[config.mk]
export PLATFORM = sky130hd
export DESIGN_NAME = wds_watchdog
export DESIGN_NICKNAME = d
export VERILOG_FILES = /design/src/wds_pkg.sv /design/src/wds_watchdog.sv
export SDC_FILE = /design/constraint.sdc
export NUM_CORES = 1
export LEC_CHECK = 0
export CORE_ASPECT_RATIO = 1.2
export CORE_MARGIN = 1
export CORE_UTILIZATION = 40
export DETAILED_ROUTE_END_ITERATION = 8
export DONT_BUFFER_PORTS = 1
export GPL_TIMING_DRIVEN = 1
export PLACE_DENSITY_LB_ADDON = 0.2
export SLEW_MARGIN = 20
export SYNTH_ARGS = -nofsm -noshare
export SYNTH_HDL_FRONTEND = slang
export SYNTH_SLANG_ARGS = --single-unit
[constraint.sdc]
create_clock -name aclk -period 5.6 [get_ports aclk]
set_input_delay 0.84 -clock aclk [delete_from_list [all_inputs] [get_ports aclk]]
set_output_delay 0.84 -clock aclk [all_outputs]
set_load 0.02 [all_outputs]
[src/wds_pkg.sv]
`default_nettype none
package wds_pkg;

    // Watchdog base period and the free-running RC oscillator it counts
    localparam int unsigned WDS_PERIOD_US   = 18000;
    localparam int unsigned WDS_RC_OSC_KHZ  = 1000;
    localparam int unsigned WDS_BASE_TICKS  = WDS_PERIOD_US * WDS_RC_OSC_KHZ / 1000;
    // Power-up delay also lasts one nominal 18 ms period
    localparam int unsigned WDS_DELAY_US    = 18000;
    localparam int unsigned WDS_DELAY_TICKS = WDS_DELAY_US * WDS_RC_OSC_KHZ / 1000;
    localparam int unsigned WDS_CNT_W       = 24;

    // Register byte offsets
    localparam logic [7:0] WDS_OFS_OPTION   = 8'h00;
    localparam logic [7:0] WDS_OFS_STATUS   = 8'h04;
    localparam logic [7:0] WDS_OFS_IRQ_STAT = 8'h08;
    localparam logic [7:0] WDS_OFS_IRQ_CLR  = 8'h0c;
    localparam logic [7:0] WDS_OFS_IRQ_EN   = 8'h10;
    localparam logic [7:0] WDS_OFS_CTRL     = 8'h14;
    localparam logic [7:0] WDS_OFS_SCALER   = 8'h18;

    // Reset values
    localparam logic [7:0] WDS_OPT_RESET    = 8'h3f;
    localparam logic [2:0] WDS_IRQ_RESET    = 3'h0;

    // Field positions
    localparam int unsigned WDS_CTRL_CLR_BIT   = 0;
    localparam int unsigned WDS_CTRL_SLEEP_BIT = 1;
    localparam int unsigned WDS_IRQ_WD_RESET   = 0;
    localparam int unsigned WDS_IRQ_WAKE       = 1;
    localparam int unsigned WDS_IRQ_RELEASE    = 2;

    // Bus responses
    localparam logic [1:0] WDS_RESP_OKAY   = 2'h0;
    localparam logic [1:0] WDS_RESP_SLVERR = 2'h2;

    typedef logic [2:0] wds_irq_t;

    typedef struct packed {
        logic [1:0] unused;
        logic [1:0] tmr_src;
        logic       scaler_assign_bit;
        logic [2:0] scale_ratio_field;
    } wds_option_s;

    typedef struct packed {
        logic delay_active;
        logic asleep;
        logic fuse_on;
        logic timeout_flag;
    } wds_status_s;

endpackage : wds_pkg
`default_nettype wire

[src/wds_watchdog.sv]
// Chosen here: the AXI4-Lite register port and the placing of the registers.
`timescale 1ns/1ns
`default_nettype none

// Function
// - The watchdog counts edges of its own free-running RC oscillator, not the main clock.
// - A watchdog time-out forces a device reset, a wake-up reset when asleep.
// - A watchdog time-out reset clears the time-out status flag.
// - With the enable fuse at 0 the watchdog is held cleared and never times out.
// - One 8-bit scaler serves either the timer or the watchdog, never both.
// - The assignment bit and 3-bit ratio come from option bits 3 down to 0.
// - Without the scaler the watchdog times out after one 18 ms base period.
// - With the scaler the time-out grows by the ratio, up to 1:128.
// - The clear-watchdog instruction restarts the count and an assigned scaler.
// - The sleep instruction restarts the count and an assigned scaler.
// - The six option bits return to ones on power-on, external and watchdog reset.
// - A time-out restarts the power-up delay, holding the core in reset until it ends.
module wds_watchdog #(
    parameter int unsigned BASE_TICKS  = wds_pkg::WDS_BASE_TICKS,
    parameter int unsigned DELAY_TICKS = wds_pkg::WDS_DELAY_TICKS
) (
    input  wire logic                 aclk,
    input  wire logic                 aresetn,
    input  wire logic                 rc_osc_in,
    input  wire logic                 watchdog_enable_fuse,
    input  wire logic                 external_reset_pin_n,
    input  wire logic                 timer_tick_in,
    input  wire logic [7:0]           s_axi_awaddr,
    input  wire logic                 s_axi_awvalid,
    output logic                      s_axi_awready,
    input  wire logic [31:0]          s_axi_wdata,
    input  wire logic [3:0]           s_axi_wstrb,
    input  wire logic                 s_axi_wvalid,
    output logic                      s_axi_wready,
    output logic [1:0]                s_axi_bresp,
    output logic                      s_axi_bvalid,
    input  wire logic                 s_axi_bready,
    input  wire logic [7:0]           s_axi_araddr,
    input  wire logic                 s_axi_arvalid,
    output logic                      s_axi_arready,
    output logic [31:0]               s_axi_rdata,
    output logic [1:0]                s_axi_rresp,
    output logic                      s_axi_rvalid,
    input  wire logic                 s_axi_rready,
    output logic                      device_reset_n,
    output logic                      timeout_flag,
    output logic                      timer_scaled_tick,
    output wds_pkg::wds_option_s      option_out,
    output logic                      irq
);
    import wds_pkg::*;

    localparam logic [WDS_CNT_W-1:0] BASE_LAST  = WDS_CNT_W'(BASE_TICKS - 1);
    localparam logic [WDS_CNT_W-1:0] DELAY_LAST = WDS_CNT_W'(DELAY_TICKS - 1);

    // Synchronisers for pins from outside the aclk domain
    logic [2:0]           rc_sync_reg;
    logic [1:0]           fuse_sync_reg;
    logic [1:0]           ext_sync_reg;
    // Bus slave state
    logic                 aw_full_reg;
    logic                 w_full_reg;
    logic [7:0]           aw_addr_reg;
    logic [31:0]          w_data_reg;
    logic [3:0]           w_strb_reg;
    logic                 awready_reg;
    logic                 wready_reg;
    logic                 bvalid_reg;
    logic [1:0]           bresp_reg;
    logic                 arready_reg;
    logic                 rvalid_reg;
    logic [31:0]          rdata_reg;
    logic [1:0]           rresp_reg;
    // Core state
    wds_option_s          option_reg;
    logic                 clr_req_reg;
    logic                 sleep_req_reg;
    logic [WDS_CNT_W-1:0] base_cnt_reg;
    logic [7:0]           scaler_reg;
    logic [WDS_CNT_W-1:0] delay_cnt_reg;
    logic                 device_reset_n_reg;
    logic                 timeout_flag_reg;
    logic                 asleep_reg;
    logic                 tick_out_reg;
    wds_irq_t             irq_stat_reg;
    wds_irq_t             irq_en_reg;
    logic                 irq_reg;

    // Only the second and third stages feed logic
    always_ff @(posedge aclk)
    begin
        if (!aresetn)
        begin
            rc_sync_reg   <= 3'h0;
            fuse_sync_reg <= 2'h0;
            ext_sync_reg  <= 2'h0;
        end
        else
        begin
            rc_sync_reg   <= {rc_sync_reg[1:0], rc_osc_in};
            fuse_sync_reg <= {fuse_sync_reg[0], watchdog_enable_fuse};
            ext_sync_reg  <= {ext_sync_reg[0], external_reset_pin_n};
        end
    end

    wire rc_tick  = rc_sync_reg[1] & ~rc_sync_reg[2];
    wire fuse_on  = fuse_sync_reg[1];
    wire ext_high = ext_sync_reg[1];

    // Bus handshakes; each address and data phase is taken independently
    wire aw_take      = s_axi_awvalid & awready_reg;
    wire w_take       = s_axi_wvalid & wready_reg;
    wire wr_go        = aw_full_reg & w_full_reg & ~bvalid_reg;
    wire aw_full_next = (aw_full_reg | aw_take) & ~wr_go;
    wire w_full_next  = (w_full_reg | w_take) & ~wr_go;
    wire bvalid_next  = wr_go | (bvalid_reg & ~s_axi_bready);
    wire ar_take      = s_axi_arvalid & arready_reg;
    wire rvalid_next  = ar_take | (rvalid_reg & ~s_axi_rready);

    // Write decode on the word address
    wire [7:0] wr_word   = {aw_addr_reg[7:2], 2'h0};
    wire       wr_lane0  = wr_go & w_strb_reg[0];
    wire       opt_wr    = wr_lane0 & (wr_word == WDS_OFS_OPTION);
    wire       clr_wr    = wr_lane0 & (wr_word == WDS_OFS_IRQ_CLR);
    wire       en_wr     = wr_lane0 & (wr_word == WDS_OFS_IRQ_EN);
    wire       ctrl_wr   = wr_lane0 & (wr_word == WDS_OFS_CTRL);
    wire       wr_mapped = (wr_word == WDS_OFS_OPTION) | (wr_word == WDS_OFS_STATUS)
                         | (wr_word == WDS_OFS_IRQ_STAT) | (wr_word == WDS_OFS_IRQ_CLR)
                         | (wr_word == WDS_OFS_IRQ_EN) | (wr_word == WDS_OFS_CTRL)
                         | (wr_word == WDS_OFS_SCALER);

    // Read decode; option and clear registers are write-only and read zero
    wire [7:0]   rd_word  = {s_axi_araddr[7:2], 2'h0};
    wds_status_s status_view;
    assign status_view = '{delay_active: ~device_reset_n_reg, asleep: asleep_reg,
                           fuse_on: fuse_on, timeout_flag: timeout_flag_reg};
    wire         rd_hit   = (rd_word == WDS_OFS_OPTION) | (rd_word == WDS_OFS_STATUS)
                          | (rd_word == WDS_OFS_IRQ_STAT) | (rd_word == WDS_OFS_IRQ_CLR)
                          | (rd_word == WDS_OFS_IRQ_EN) | (rd_word == WDS_OFS_CTRL)
                          | (rd_word == WDS_OFS_SCALER);
    wire [31:0]  rd_data  = (rd_word == WDS_OFS_STATUS)   ? {28'h0, status_view} :
                            (rd_word == WDS_OFS_IRQ_STAT) ? {29'h0, irq_stat_reg} :
                            (rd_word == WDS_OFS_IRQ_EN)   ? {29'h0, irq_en_reg} :
                            (rd_word == WDS_OFS_SCALER)   ? {24'h0, scaler_reg} : 32'h0;

    // Bus slave registers; ready drops while a phase is held or a response waits
    always_ff @(posedge aclk)
    begin
        if (!aresetn)
        begin
            aw_full_reg <= 1'b0;
            w_full_reg  <= 1'b0;
            aw_addr_reg <= 8'h00;
            w_data_reg  <= 32'h0;
            w_strb_reg  <= 4'h0;
            awready_reg <= 1'b1;
            wready_reg  <= 1'b1;
            bvalid_reg  <= 1'b0;
            bresp_reg   <= WDS_RESP_OKAY;
            arready_reg <= 1'b1;
            rvalid_reg  <= 1'b0;
            rdata_reg   <= 32'h0;
            rresp_reg   <= WDS_RESP_OKAY;
        end
        else
        begin
            aw_full_reg <= aw_full_next;
            w_full_reg  <= w_full_next;
            awready_reg <= ~aw_full_next & ~bvalid_next;
            wready_reg  <= ~w_full_next & ~bvalid_next;
            bvalid_reg  <= bvalid_next;
            arready_reg <= ~rvalid_next;
            rvalid_reg  <= rvalid_next;
            if (aw_take)
                aw_addr_reg <= s_axi_awaddr;
            if (w_take)
            begin
                w_data_reg <= s_axi_wdata;
                w_strb_reg <= s_axi_wstrb;
            end
            if (wr_go)
                bresp_reg <= wr_mapped ? WDS_RESP_OKAY : WDS_RESP_SLVERR;
            if (ar_take)
            begin
                rdata_reg <= rd_data;
                rresp_reg <= rd_hit ? WDS_RESP_OKAY : WDS_RESP_SLVERR;
            end
        end
    end

    // Watchdog counting; instructions are ignored while the core is held in reset
    wire       assign_wdt  = option_reg.scaler_assign_bit;
    wire [2:0] ratio       = option_reg.scale_ratio_field;
    wire       clr_go      = clr_req_reg & device_reset_n_reg;
    wire       sleep_go    = sleep_req_reg & device_reset_n_reg;
    wire       restart     = clr_go | sleep_go | ~device_reset_n_reg | ~fuse_on;
    wire       base_last   = (base_cnt_reg == BASE_LAST);
    wire       base_expire = rc_tick & base_last & ~restart;
    wire [7:0] wd_mask     = (8'h01 << ratio) - 8'h01;
    wire       wd_full     = (scaler_reg & wd_mask) == wd_mask;
    wire       wd_fire     = base_expire & (~assign_wdt | wd_full);
    // Timer side prescales 1:2 to 1:256 off the same counter
    wire [7:0] tmr_mask    = {wd_mask[6:0], 1'b1};
    wire       tmr_wrap    = timer_tick_in & ~assign_wdt
                           & ((scaler_reg & tmr_mask) == tmr_mask);
    wire       delay_last  = (delay_cnt_reg == DELAY_LAST);
    wire       release_evt = ~device_reset_n_reg & ext_high & rc_tick & delay_last;
    wire       opt_reload  = ~ext_high | wd_fire;

    // Base period counter runs only on oscillator edges
    always_ff @(posedge aclk)
    begin
        if (!aresetn)
            base_cnt_reg <= '0;
        else if (restart)
            base_cnt_reg <= '0;
        else if (rc_tick)
            base_cnt_reg <= base_last ? '0 : base_cnt_reg + 1'b1;
    end

    // Shared scaler; cleared on reassignment so no stale count leaks across
    always_ff @(posedge aclk)
    begin
        if (!aresetn)
            scaler_reg <= 8'h00;
        else if (opt_wr || opt_reload)
            scaler_reg <= 8'h00;
        else if (assign_wdt)
        begin
            if (restart || wd_fire)
                scaler_reg <= 8'h00;
            else if (base_expire)
                scaler_reg <= scaler_reg + 8'h01;
        end
        else if (timer_tick_in)
            scaler_reg <= scaler_reg + 8'h01;
    end

    // Power-up delay; a time-out starts it over and holds the core meanwhile
    always_ff @(posedge aclk)
    begin
        if (!aresetn)
        begin
            delay_cnt_reg      <= '0;
            device_reset_n_reg <= 1'b0;
        end
        else if (!ext_high || wd_fire)
        begin
            delay_cnt_reg      <= '0;
            device_reset_n_reg <= 1'b0;
        end
        else if (release_evt)
        begin
            delay_cnt_reg      <= '0;
            device_reset_n_reg <= 1'b1;
        end
        else if (!device_reset_n_reg && rc_tick)
            delay_cnt_reg <= delay_cnt_reg + 1'b1;
    end

    // Option register, instruction pulses, flags
    always_ff @(posedge aclk)
    begin
        if (!aresetn)
        begin
            option_reg       <= WDS_OPT_RESET;
            clr_req_reg      <= 1'b0;
            sleep_req_reg    <= 1'b0;
            timeout_flag_reg <= 1'b1;
            asleep_reg       <= 1'b0;
            tick_out_reg     <= 1'b0;
        end
        else
        begin
            if (opt_reload)
                option_reg <= WDS_OPT_RESET;
            else if (opt_wr)
                option_reg <= {2'h0, w_data_reg[5:0]};
            clr_req_reg   <= ctrl_wr & w_data_reg[WDS_CTRL_CLR_BIT];
            sleep_req_reg <= ctrl_wr & w_data_reg[WDS_CTRL_SLEEP_BIT];
            if (wd_fire)
                timeout_flag_reg <= 1'b0;
            else if (clr_go || sleep_go)
                timeout_flag_reg <= 1'b1;
            if (wd_fire || !ext_high)
                asleep_reg <= 1'b0;
            else if (sleep_go)
                asleep_reg <= 1'b1;
            tick_out_reg <= tmr_wrap;
        end
    end

    // Sticky events; an event in the clearing cycle survives
    wds_irq_t irq_events;
    assign irq_events = {release_evt, wd_fire & asleep_reg, wd_fire & ~asleep_reg};
    wds_irq_t irq_stat_next;
    wds_irq_t irq_en_next;
    assign irq_stat_next = (irq_stat_reg & ~(clr_wr ? w_data_reg[2:0] : 3'h0)) | irq_events;
    assign irq_en_next   = en_wr ? w_data_reg[2:0] : irq_en_reg;

    always_ff @(posedge aclk)
    begin
        if (!aresetn)
        begin
            irq_stat_reg <= WDS_IRQ_RESET;
            irq_en_reg   <= WDS_IRQ_RESET;
            irq_reg      <= 1'b0;
        end
        else
        begin
            irq_stat_reg <= irq_stat_next;
            irq_en_reg   <= irq_en_next;
            irq_reg      <= |(irq_stat_next & irq_en_next);
        end
    end

    assign s_axi_awready     = awready_reg;
    assign s_axi_wready      = wready_reg;
    assign s_axi_bvalid      = bvalid_reg;
    assign s_axi_bresp       = bresp_reg;
    assign s_axi_arready     = arready_reg;
    assign s_axi_rvalid      = rvalid_reg;
    assign s_axi_rdata       = rdata_reg;
    assign s_axi_rresp       = rresp_reg;
    assign device_reset_n    = device_reset_n_reg;
    assign timeout_flag      = timeout_flag_reg;
    assign timer_scaled_tick = tick_out_reg;
    assign option_out        = option_reg;
    assign irq               = irq_reg;
endmodule : wds_watchdog
`default_nettype wire

Word-level counts from Yosys, hierarchy flattened:

Cells that the tools add are included.

* register bits: 140
* output and inout bits: 53
* word-level logic and storage cells: 160

* add/sub/neg operators: 4
* equality and inequality tests: 17
* shift-type cells: 1
* mux-type cells: 15
* bitwise operators: 74
* reduce and logical (&&, ||, !) cells: 18

Operators with widths (number)
* 8-bit 2-to-1 mux: 8
* 24-bit by 1-bit adder with 24-bit output (second input constant): 2
* 24-bit by 15-bit == test with 1-bit output (second input constant): 2
* 6-bit by 3-bit == test with 1-bit output (second input constant): 6
* 1-bit bitwise AND: 31
* 6-bit by 2-bit == test with 1-bit output (second input constant): 4
* 24-bit 2-to-1 mux: 1
* 1-bit bitwise OR: 21
* 8-bit bitwise AND: 2
* 8-bit == test: 2
* 8-bit logical NOT: 2
* 1-bit NOT: 16
* 6-bit by 1-bit == test with 1-bit output (second input constant): 2
* 8-bit by 1-bit adder with 8-bit output (second input constant): 1
* 2-bit OR reduction: 4
* 1-bit by 3-bit left shift with 8-bit output (first input constant): 1
* 8-bit by 1-bit subtractor with 8-bit output (second input constant): 1
* 3-bit bitwise AND: 2
* 3-bit 2-to-1 mux: 2
* 3-bit OR reduction: 2
* 1-bit logical OR: 4
* 2-bit 2-to-1 mux: 2
* 2-bit nonzero test: 2
* 3-bit by 1-bit inequality test with 1-bit output (second input constant): 1
* 6 further kinds: 8

Longest topological paths before layout:

* depth after elaboration: 11
* gate-level depth with buffers: 12

Least setup slack after synthesis:

No wires, ideal clock.

* path type: register to register
* from: reg option_reg (netlist bit ratio[2])
* to: reg option_reg (netlist bit option_out[4])
* library setup time: 122 ps
* arrival time: 2613 ps
* data required time: 5478 ps
* setup slack: 2865 ps
* cell stages (with the launch flop): 12
* buffers on the path: 3
* period minus slack after synthesis: 2735 ps
* path through: dfxtp_1 clkbuf_1 or3_1 ha_1 buf_1 nor3b_1 a221oi_1 o2111a_1 a21boi_4 o21bai_4 buf_6 nand3b_1

* cells in the longest elaborated chain, start to end: 8

Ends and longest elaborated chain
* start, declared: RTL line wds_watchdog.sv:75 `wds_option_s option_reg;`
* start signal, assigned: RTL line wds_watchdog.sv:278 `option_reg <= {2'h0, w_data_reg[5:0]};`
* 1-bit by 3-bit left shift with 8-bit output (*): RTL line wds_watchdog.sv:199 `wire [7:0] wd_mask = (8'h01 << ratio) - 8'h01;`
* 8-bit by 1-bit subtractor with 8-bit output (*): RTL line wds_watchdog.sv:199
* 8-bit bitwise AND: RTL line wds_watchdog.sv:200 `wire wd_full = (scaler_reg & wd_mask) == wd_mask;`
* 8-bit == test (*): RTL line wds_watchdog.sv:200
* 1-bit bitwise OR (*): RTL line wds_watchdog.sv:201 `wire wd_fire = base_expire & (~assign_wdt | wd_full);`
* 1-bit bitwise AND (*): RTL line wds_watchdog.sv:201
* 1-bit bitwise OR (*): RTL line wds_watchdog.sv:208 `wire opt_reload = ~ext_high | wd_fire;`
* 2-bit OR reduction (no line) (*)

Mark *: on every way between the ends. The rest lies on a longest branch, timed or not.
A chain may end at the register's enable or synchronous reset.

Final worst setup path:

* from: reg option_reg (netlist bit ratio[2])
* to: reg scaler_reg[1]

* cells in the longest elaborated chain, start to end: 9
* elaborated cells on any way between the ends: 14
* classes of those cells: 1 x add/sub; 2 x eq/ne; 1 x shift; 2 x mux; 4 x bitwise; 4 x reduce/logical

Ends and longest elaborated chain
* 1-bit by 3-bit left shift with 8-bit output (*): RTL line wds_watchdog.sv:199
* 8-bit by 1-bit subtractor with 8-bit output (*): RTL line wds_watchdog.sv:199
* 8-bit bitwise AND: RTL line wds_watchdog.sv:200
* 8-bit == test (*): RTL line wds_watchdog.sv:200
* 1-bit bitwise OR (*): RTL line wds_watchdog.sv:201
* 1-bit bitwise AND (*): RTL line wds_watchdog.sv:201
* 1-bit logical OR / 1-bit bitwise OR (equally long branches): RTL line wds_watchdog.sv:230, wds_watchdog.sv:208
* 3-bit by 1-bit inequality test with 1-bit output (no line) (tied with other cells)
* 2-bit AND reduction (no line) (tied with other cells)
* end signal, assigned: RTL line wds_watchdog.sv:233 `scaler_reg <= scaler_reg + 8'h01;`
* end signal, assigned: RTL line wds_watchdog.sv:236 `scaler_reg <= scaler_reg + 8'h01;`
* end, declared: RTL line wds_watchdog.sv:79 `logic [7:0] scaler_reg;`

Marks and branches as above.

==> run_results.csv <==
group,metric,value,unit
logic_synthesis,synth_area,5310,um2
route,postRouteWirelength,11.2,mm
global_route,grt-ovfl-total,0,
timing,hold_viol_final,0,
logic_synthesis,synthesis.instances,632,
placed_design,detailedPlacementHpwl,8.13,mm
clocking,cts_inserted_buffers,9,
logic_synthesis,post_synth_top_area_cell,"sky130_fd_sc_hd__dfxtp_1",
power_and_ir_drop,p_clk_share,44.5,%
logic_synthesis,synthesis.area_per_instance,8.40,um2
logic_synthesis,yosys.area.top_type_share,42.3,%
critical_path,endpoint_class_of_the_critical_path,"flop",
timing,setup_viol_count_final,0,
clocking,clock_tree.htree_level_count,3,
power_and_ir_drop,sequentialPowerShare,51.6,%
hold_path,min_from,"rc_sync_reg[0]",
hold_path,worst_hold_path.num_cells,1,
route,post_drt_wl_per_cell,14.1,um
global_route,first_pass_grt_wire_length,18.5,mm
critical_path,r2r_slack,2.56,ns
timing,min_period_over_period,54.4,%
timing,hold_ws,0.437,ns
route,residual_drc_count,0,
power_and_ir_drop,intPower,1.24,mW
power_and_ir_drop,switchingPower,373,uW
timing,max_slew.worst_pin.slew,0.948,ns
power_and_ir_drop,power_density,287,nW/um2
global_route,via_count_of_the_first_global_routing_pass,3832,
hold_path,holdPathEnd,"rc_sync_reg[1]",
layout,layoutNonFillerInstCount,790,
route,detail_route.vias_per_cell,5.22,
critical_path,timing.rr.end,"scaler_reg[1]",
hold_path,timing.hold.worst.class,"flop to flop",
route,ant_nets,0,
global_route,maximum_number_of_pins_on_one_net_before_global_route_repair,30,
critical_path,critPathRequiredTime,5.86,ns
placed_design,buffer_ports.inserted,0,
layout,nNetsFinal,688,
critical_path,reg2reg_from,"ratio[2]",
critical_path,critical_path_class,"flop to flop",
placed_design,preCtsSetupSlack,2.54,ns
clocking,cts.sinks,112,
logic_synthesis,yosys_warnings,0,
layout,num_antenna_cells,0,
layout,final_layout_size_suffix_gt1_share,5.91,%
floorplanning,io-pin-count,116,
global_route,antenna_found_initial,0,
critical_path,crit_path_start_kind,"flop",
clocking,post_cts_sizing,0,
critical_path,critical_path_peak_fanout,25,
timing,max-slew-margin-rel,36.7,%
floorplanning,std_cell_rows,45,
timing,rsz_0062_raised_after_global_routing,"no",
logic_synthesis,edff_count_synth,0,
run_status,status,"completed",
critical_path,critical_path_arrival,3.31,ns
clocking,cts.root.buffer_cell,"sky130_fd_sc_hd__clkbuf_16",
floorplanning,die_x,107,um
logic_synthesis,synthMostInstantiatedCell,"sky130_fd_sc_hd__dfxtp_1",
route,firstDrtPassIters,5,
clocking,clock_latency,0.36,ns
power_and_ir_drop,p_sw_share,23.1,%
placed_design,gpl.final_weighted_congestion,0.795,
logic_synthesis,yosys.area_share.xor_xnor,8.75,%
floorplanning,core,12800,um2
timing,maxSlewViolCount,0,
run,max_cap_violations,0,
timing,postLayoutSetupSlackWorst,2.56,ns
clocking,tritoncts_clock_tree,"built",
global_route,grt_usage,17.3,%
floorplanning,chipHeight,128,um
power_and_ir_drop,static-leakage-power,1.95,nW
logic_synthesis,yosys.area_share.simple,28.9,%
clocking,number_of_buffers_between_clock_root_and_the_deepest_sink,2,
logic_synthesis,ys_seq_elements,112,
logic_synthesis,synth_adder_area_share,0.943,%
logic_synthesis,synthTopCellsByCount,"sky130_fd_sc_hd__dfxtp_1, sky130_fd_sc_hd__nor2_1, sky130_fd_sc_hd__nand2_1",
power_and_ir_drop,worst_ir_drop_vdd,0.000234,V
power_and_ir_drop,p_comb_share,4.0,%
logic_synthesis,dominantRegCellSynth,"sky130_fd_sc_hd__dfxtp_1",
logic_synthesis,synth_cell_type_count,68,
clocking,postCtsSetupBuffers,0,
logic_synthesis,synth_seq_area_share,42.3,%
layout,syn2layout_area_growth,6.08,%
timing,timing.clock.skew,0.0105,ns
clocking,hold_buffers,0,
logic_synthesis,yosys-mux-area-fraction,1.58,%
route,via_count,4122,
timing,period_needed,3.04,ns
floorplanning,initial_core_util,41.5,%
layout,fillerInstances,1244,
route,drt_iter0_drc,182,
logic_synthesis,ys_async_sr_fraction,0,%
logic_synthesis,largest_family_of_logic_cells_by_synthesized_area,"simple AND/OR/NAND/NOR gates",
logic_synthesis,synth_compound_gate_area_share,10.1,%
placed_design,dpl.cell_count,774,
clocking,clk_transition_reported_paths,0.07,ns
floorplanning,design.die.area,13700,um2
logic_synthesis,synthTopCellsByArea,"sky130_fd_sc_hd__dfxtp_1, sky130_fd_sc_hd__nor2_1, sky130_fd_sc_hd__nand2_1",
timing,setup-tns-final,0,ns
critical_path,reg2regPathDepth,8,
timing,fmax,329,MHz
==> critical path: stages, from the launching register on <==
cell and delay [ns]:
sky130_fd_sc_hd__dfxtp_1 0.51, sky130_fd_sc_hd__or3_1 0.46, sky130_fd_sc_hd__ha_1 0.30, sky130_fd_sc_hd__nor3b_1 0.38
sky130_fd_sc_hd__a221oi_1 0.15, sky130_fd_sc_hd__o2111a_1 0.30, sky130_fd_sc_hd__a21boi_4 0.29, sky130_fd_sc_hd__o21bai_4 0.24
sky130_fd_sc_hd__nor4_1 0.31
==> layout make-up <==
cell class,instances,area [um2],share of cell area (%)
tap,164,205,3.65
sequential,112,2240,39.8
clock buffer,10,239,4.25
clock inverter,6,97.6,1.73
multi-input combinational,479,2770,49.2
inverter,18,67.6,1.20
timing repair buffer,1,7.51,0.133
==> metal layers <==
metal | up-vias | routed length [um] | GRT usage (%) | share of wire, %
li1 | 2087 | - | - | -
met1 | 1938 | 5030 | 20.8 | 45
met2 | 78 | 5400 | 29.1 | 48
met3 | 19 | 466 | 3.97 | 4.2
met4 | 0 | 267 | 8.22 | 2.4
met5 | - | 0 | 0 | 0
==> cells by family (layout without fill, tap and decap cells) <==
| family | count (synthesis) | count (layout) |
|---|---|---|
| flip-flops | 112 | 112 |
| XOR/XNOR | 53 | 53 |
| adder cells (fa/ha/maj) | 4 | 4 |
| buffers and inverters | 68 | 35 |
| multiplexers | 8 | 8 |
| AND/OR/NAND/NOR | 309 | 309 |
| other | 1 | 28 |
| AO/OA/AOI/OAI | 77 | 77 |
==> how the worst max path moves through the flow <==
stage | from | endpoint | slack, ns
CTS | ratio[2] | scaler_reg[1] | 2.52
global placement | ratio[2] | scaler_reg[1] | 2.66
global route | ratio[2] | scaler_reg[1] | 2.32
finish | ratio[2] | scaler_reg[1] | 2.56
detailed placement | ratio[2] | scaler_reg[1] | 2.54
floorplan | ratio[2] | option_out[4] | 2.86
==> power by group through the flow <==
stage | Clock, mW | Combinational (mW) | Sequential [mW]
floorplan | 0 | 0.0733 | 0.847
global placement | 0 | 0.0627 | 0.851
detailed placement | 0 | 0.0640 | 0.851
CTS | 0.738 | 0.0644 | 0.832
global route | 0.776 | 0.0721 | 0.835
finish | 0.718 | 0.0639 | 0.833
==> per-stage QoR <==
stage	instance area [um2]	total power, mW	util, %
detailed placement	5290	0.915	41.4
finish	5630	1.61	44.0
global placement	5290	0.914	41.4
global route	5630	1.68	44.0
CTS	5630	1.63	44.0
floorplan	5410	0.920	-
==> placed cells by master (no fill, tap or decap), types with 13 or more instances in the layout <==
master,count
sky130_fd_sc_hd__nand3_1,24
sky130_fd_sc_hd__a21oi_1,25
sky130_fd_sc_hd__inv_1,18
sky130_fd_sc_hd__nor3_1,13
sky130_fd_sc_hd__nand2_1,81
sky130_fd_sc_hd__nor2_1,92
sky130_fd_sc_hd__conb_1,28
sky130_fd_sc_hd__nor4_1,13
sky130_fd_sc_hd__dfxtp_1,112
sky130_fd_sc_hd__xnor2_1,28
sky130_fd_sc_hd__nand4_1,15
sky130_fd_sc_hd__xor2_1,25
Note: power is estimated with default switching activity, not from simulation.
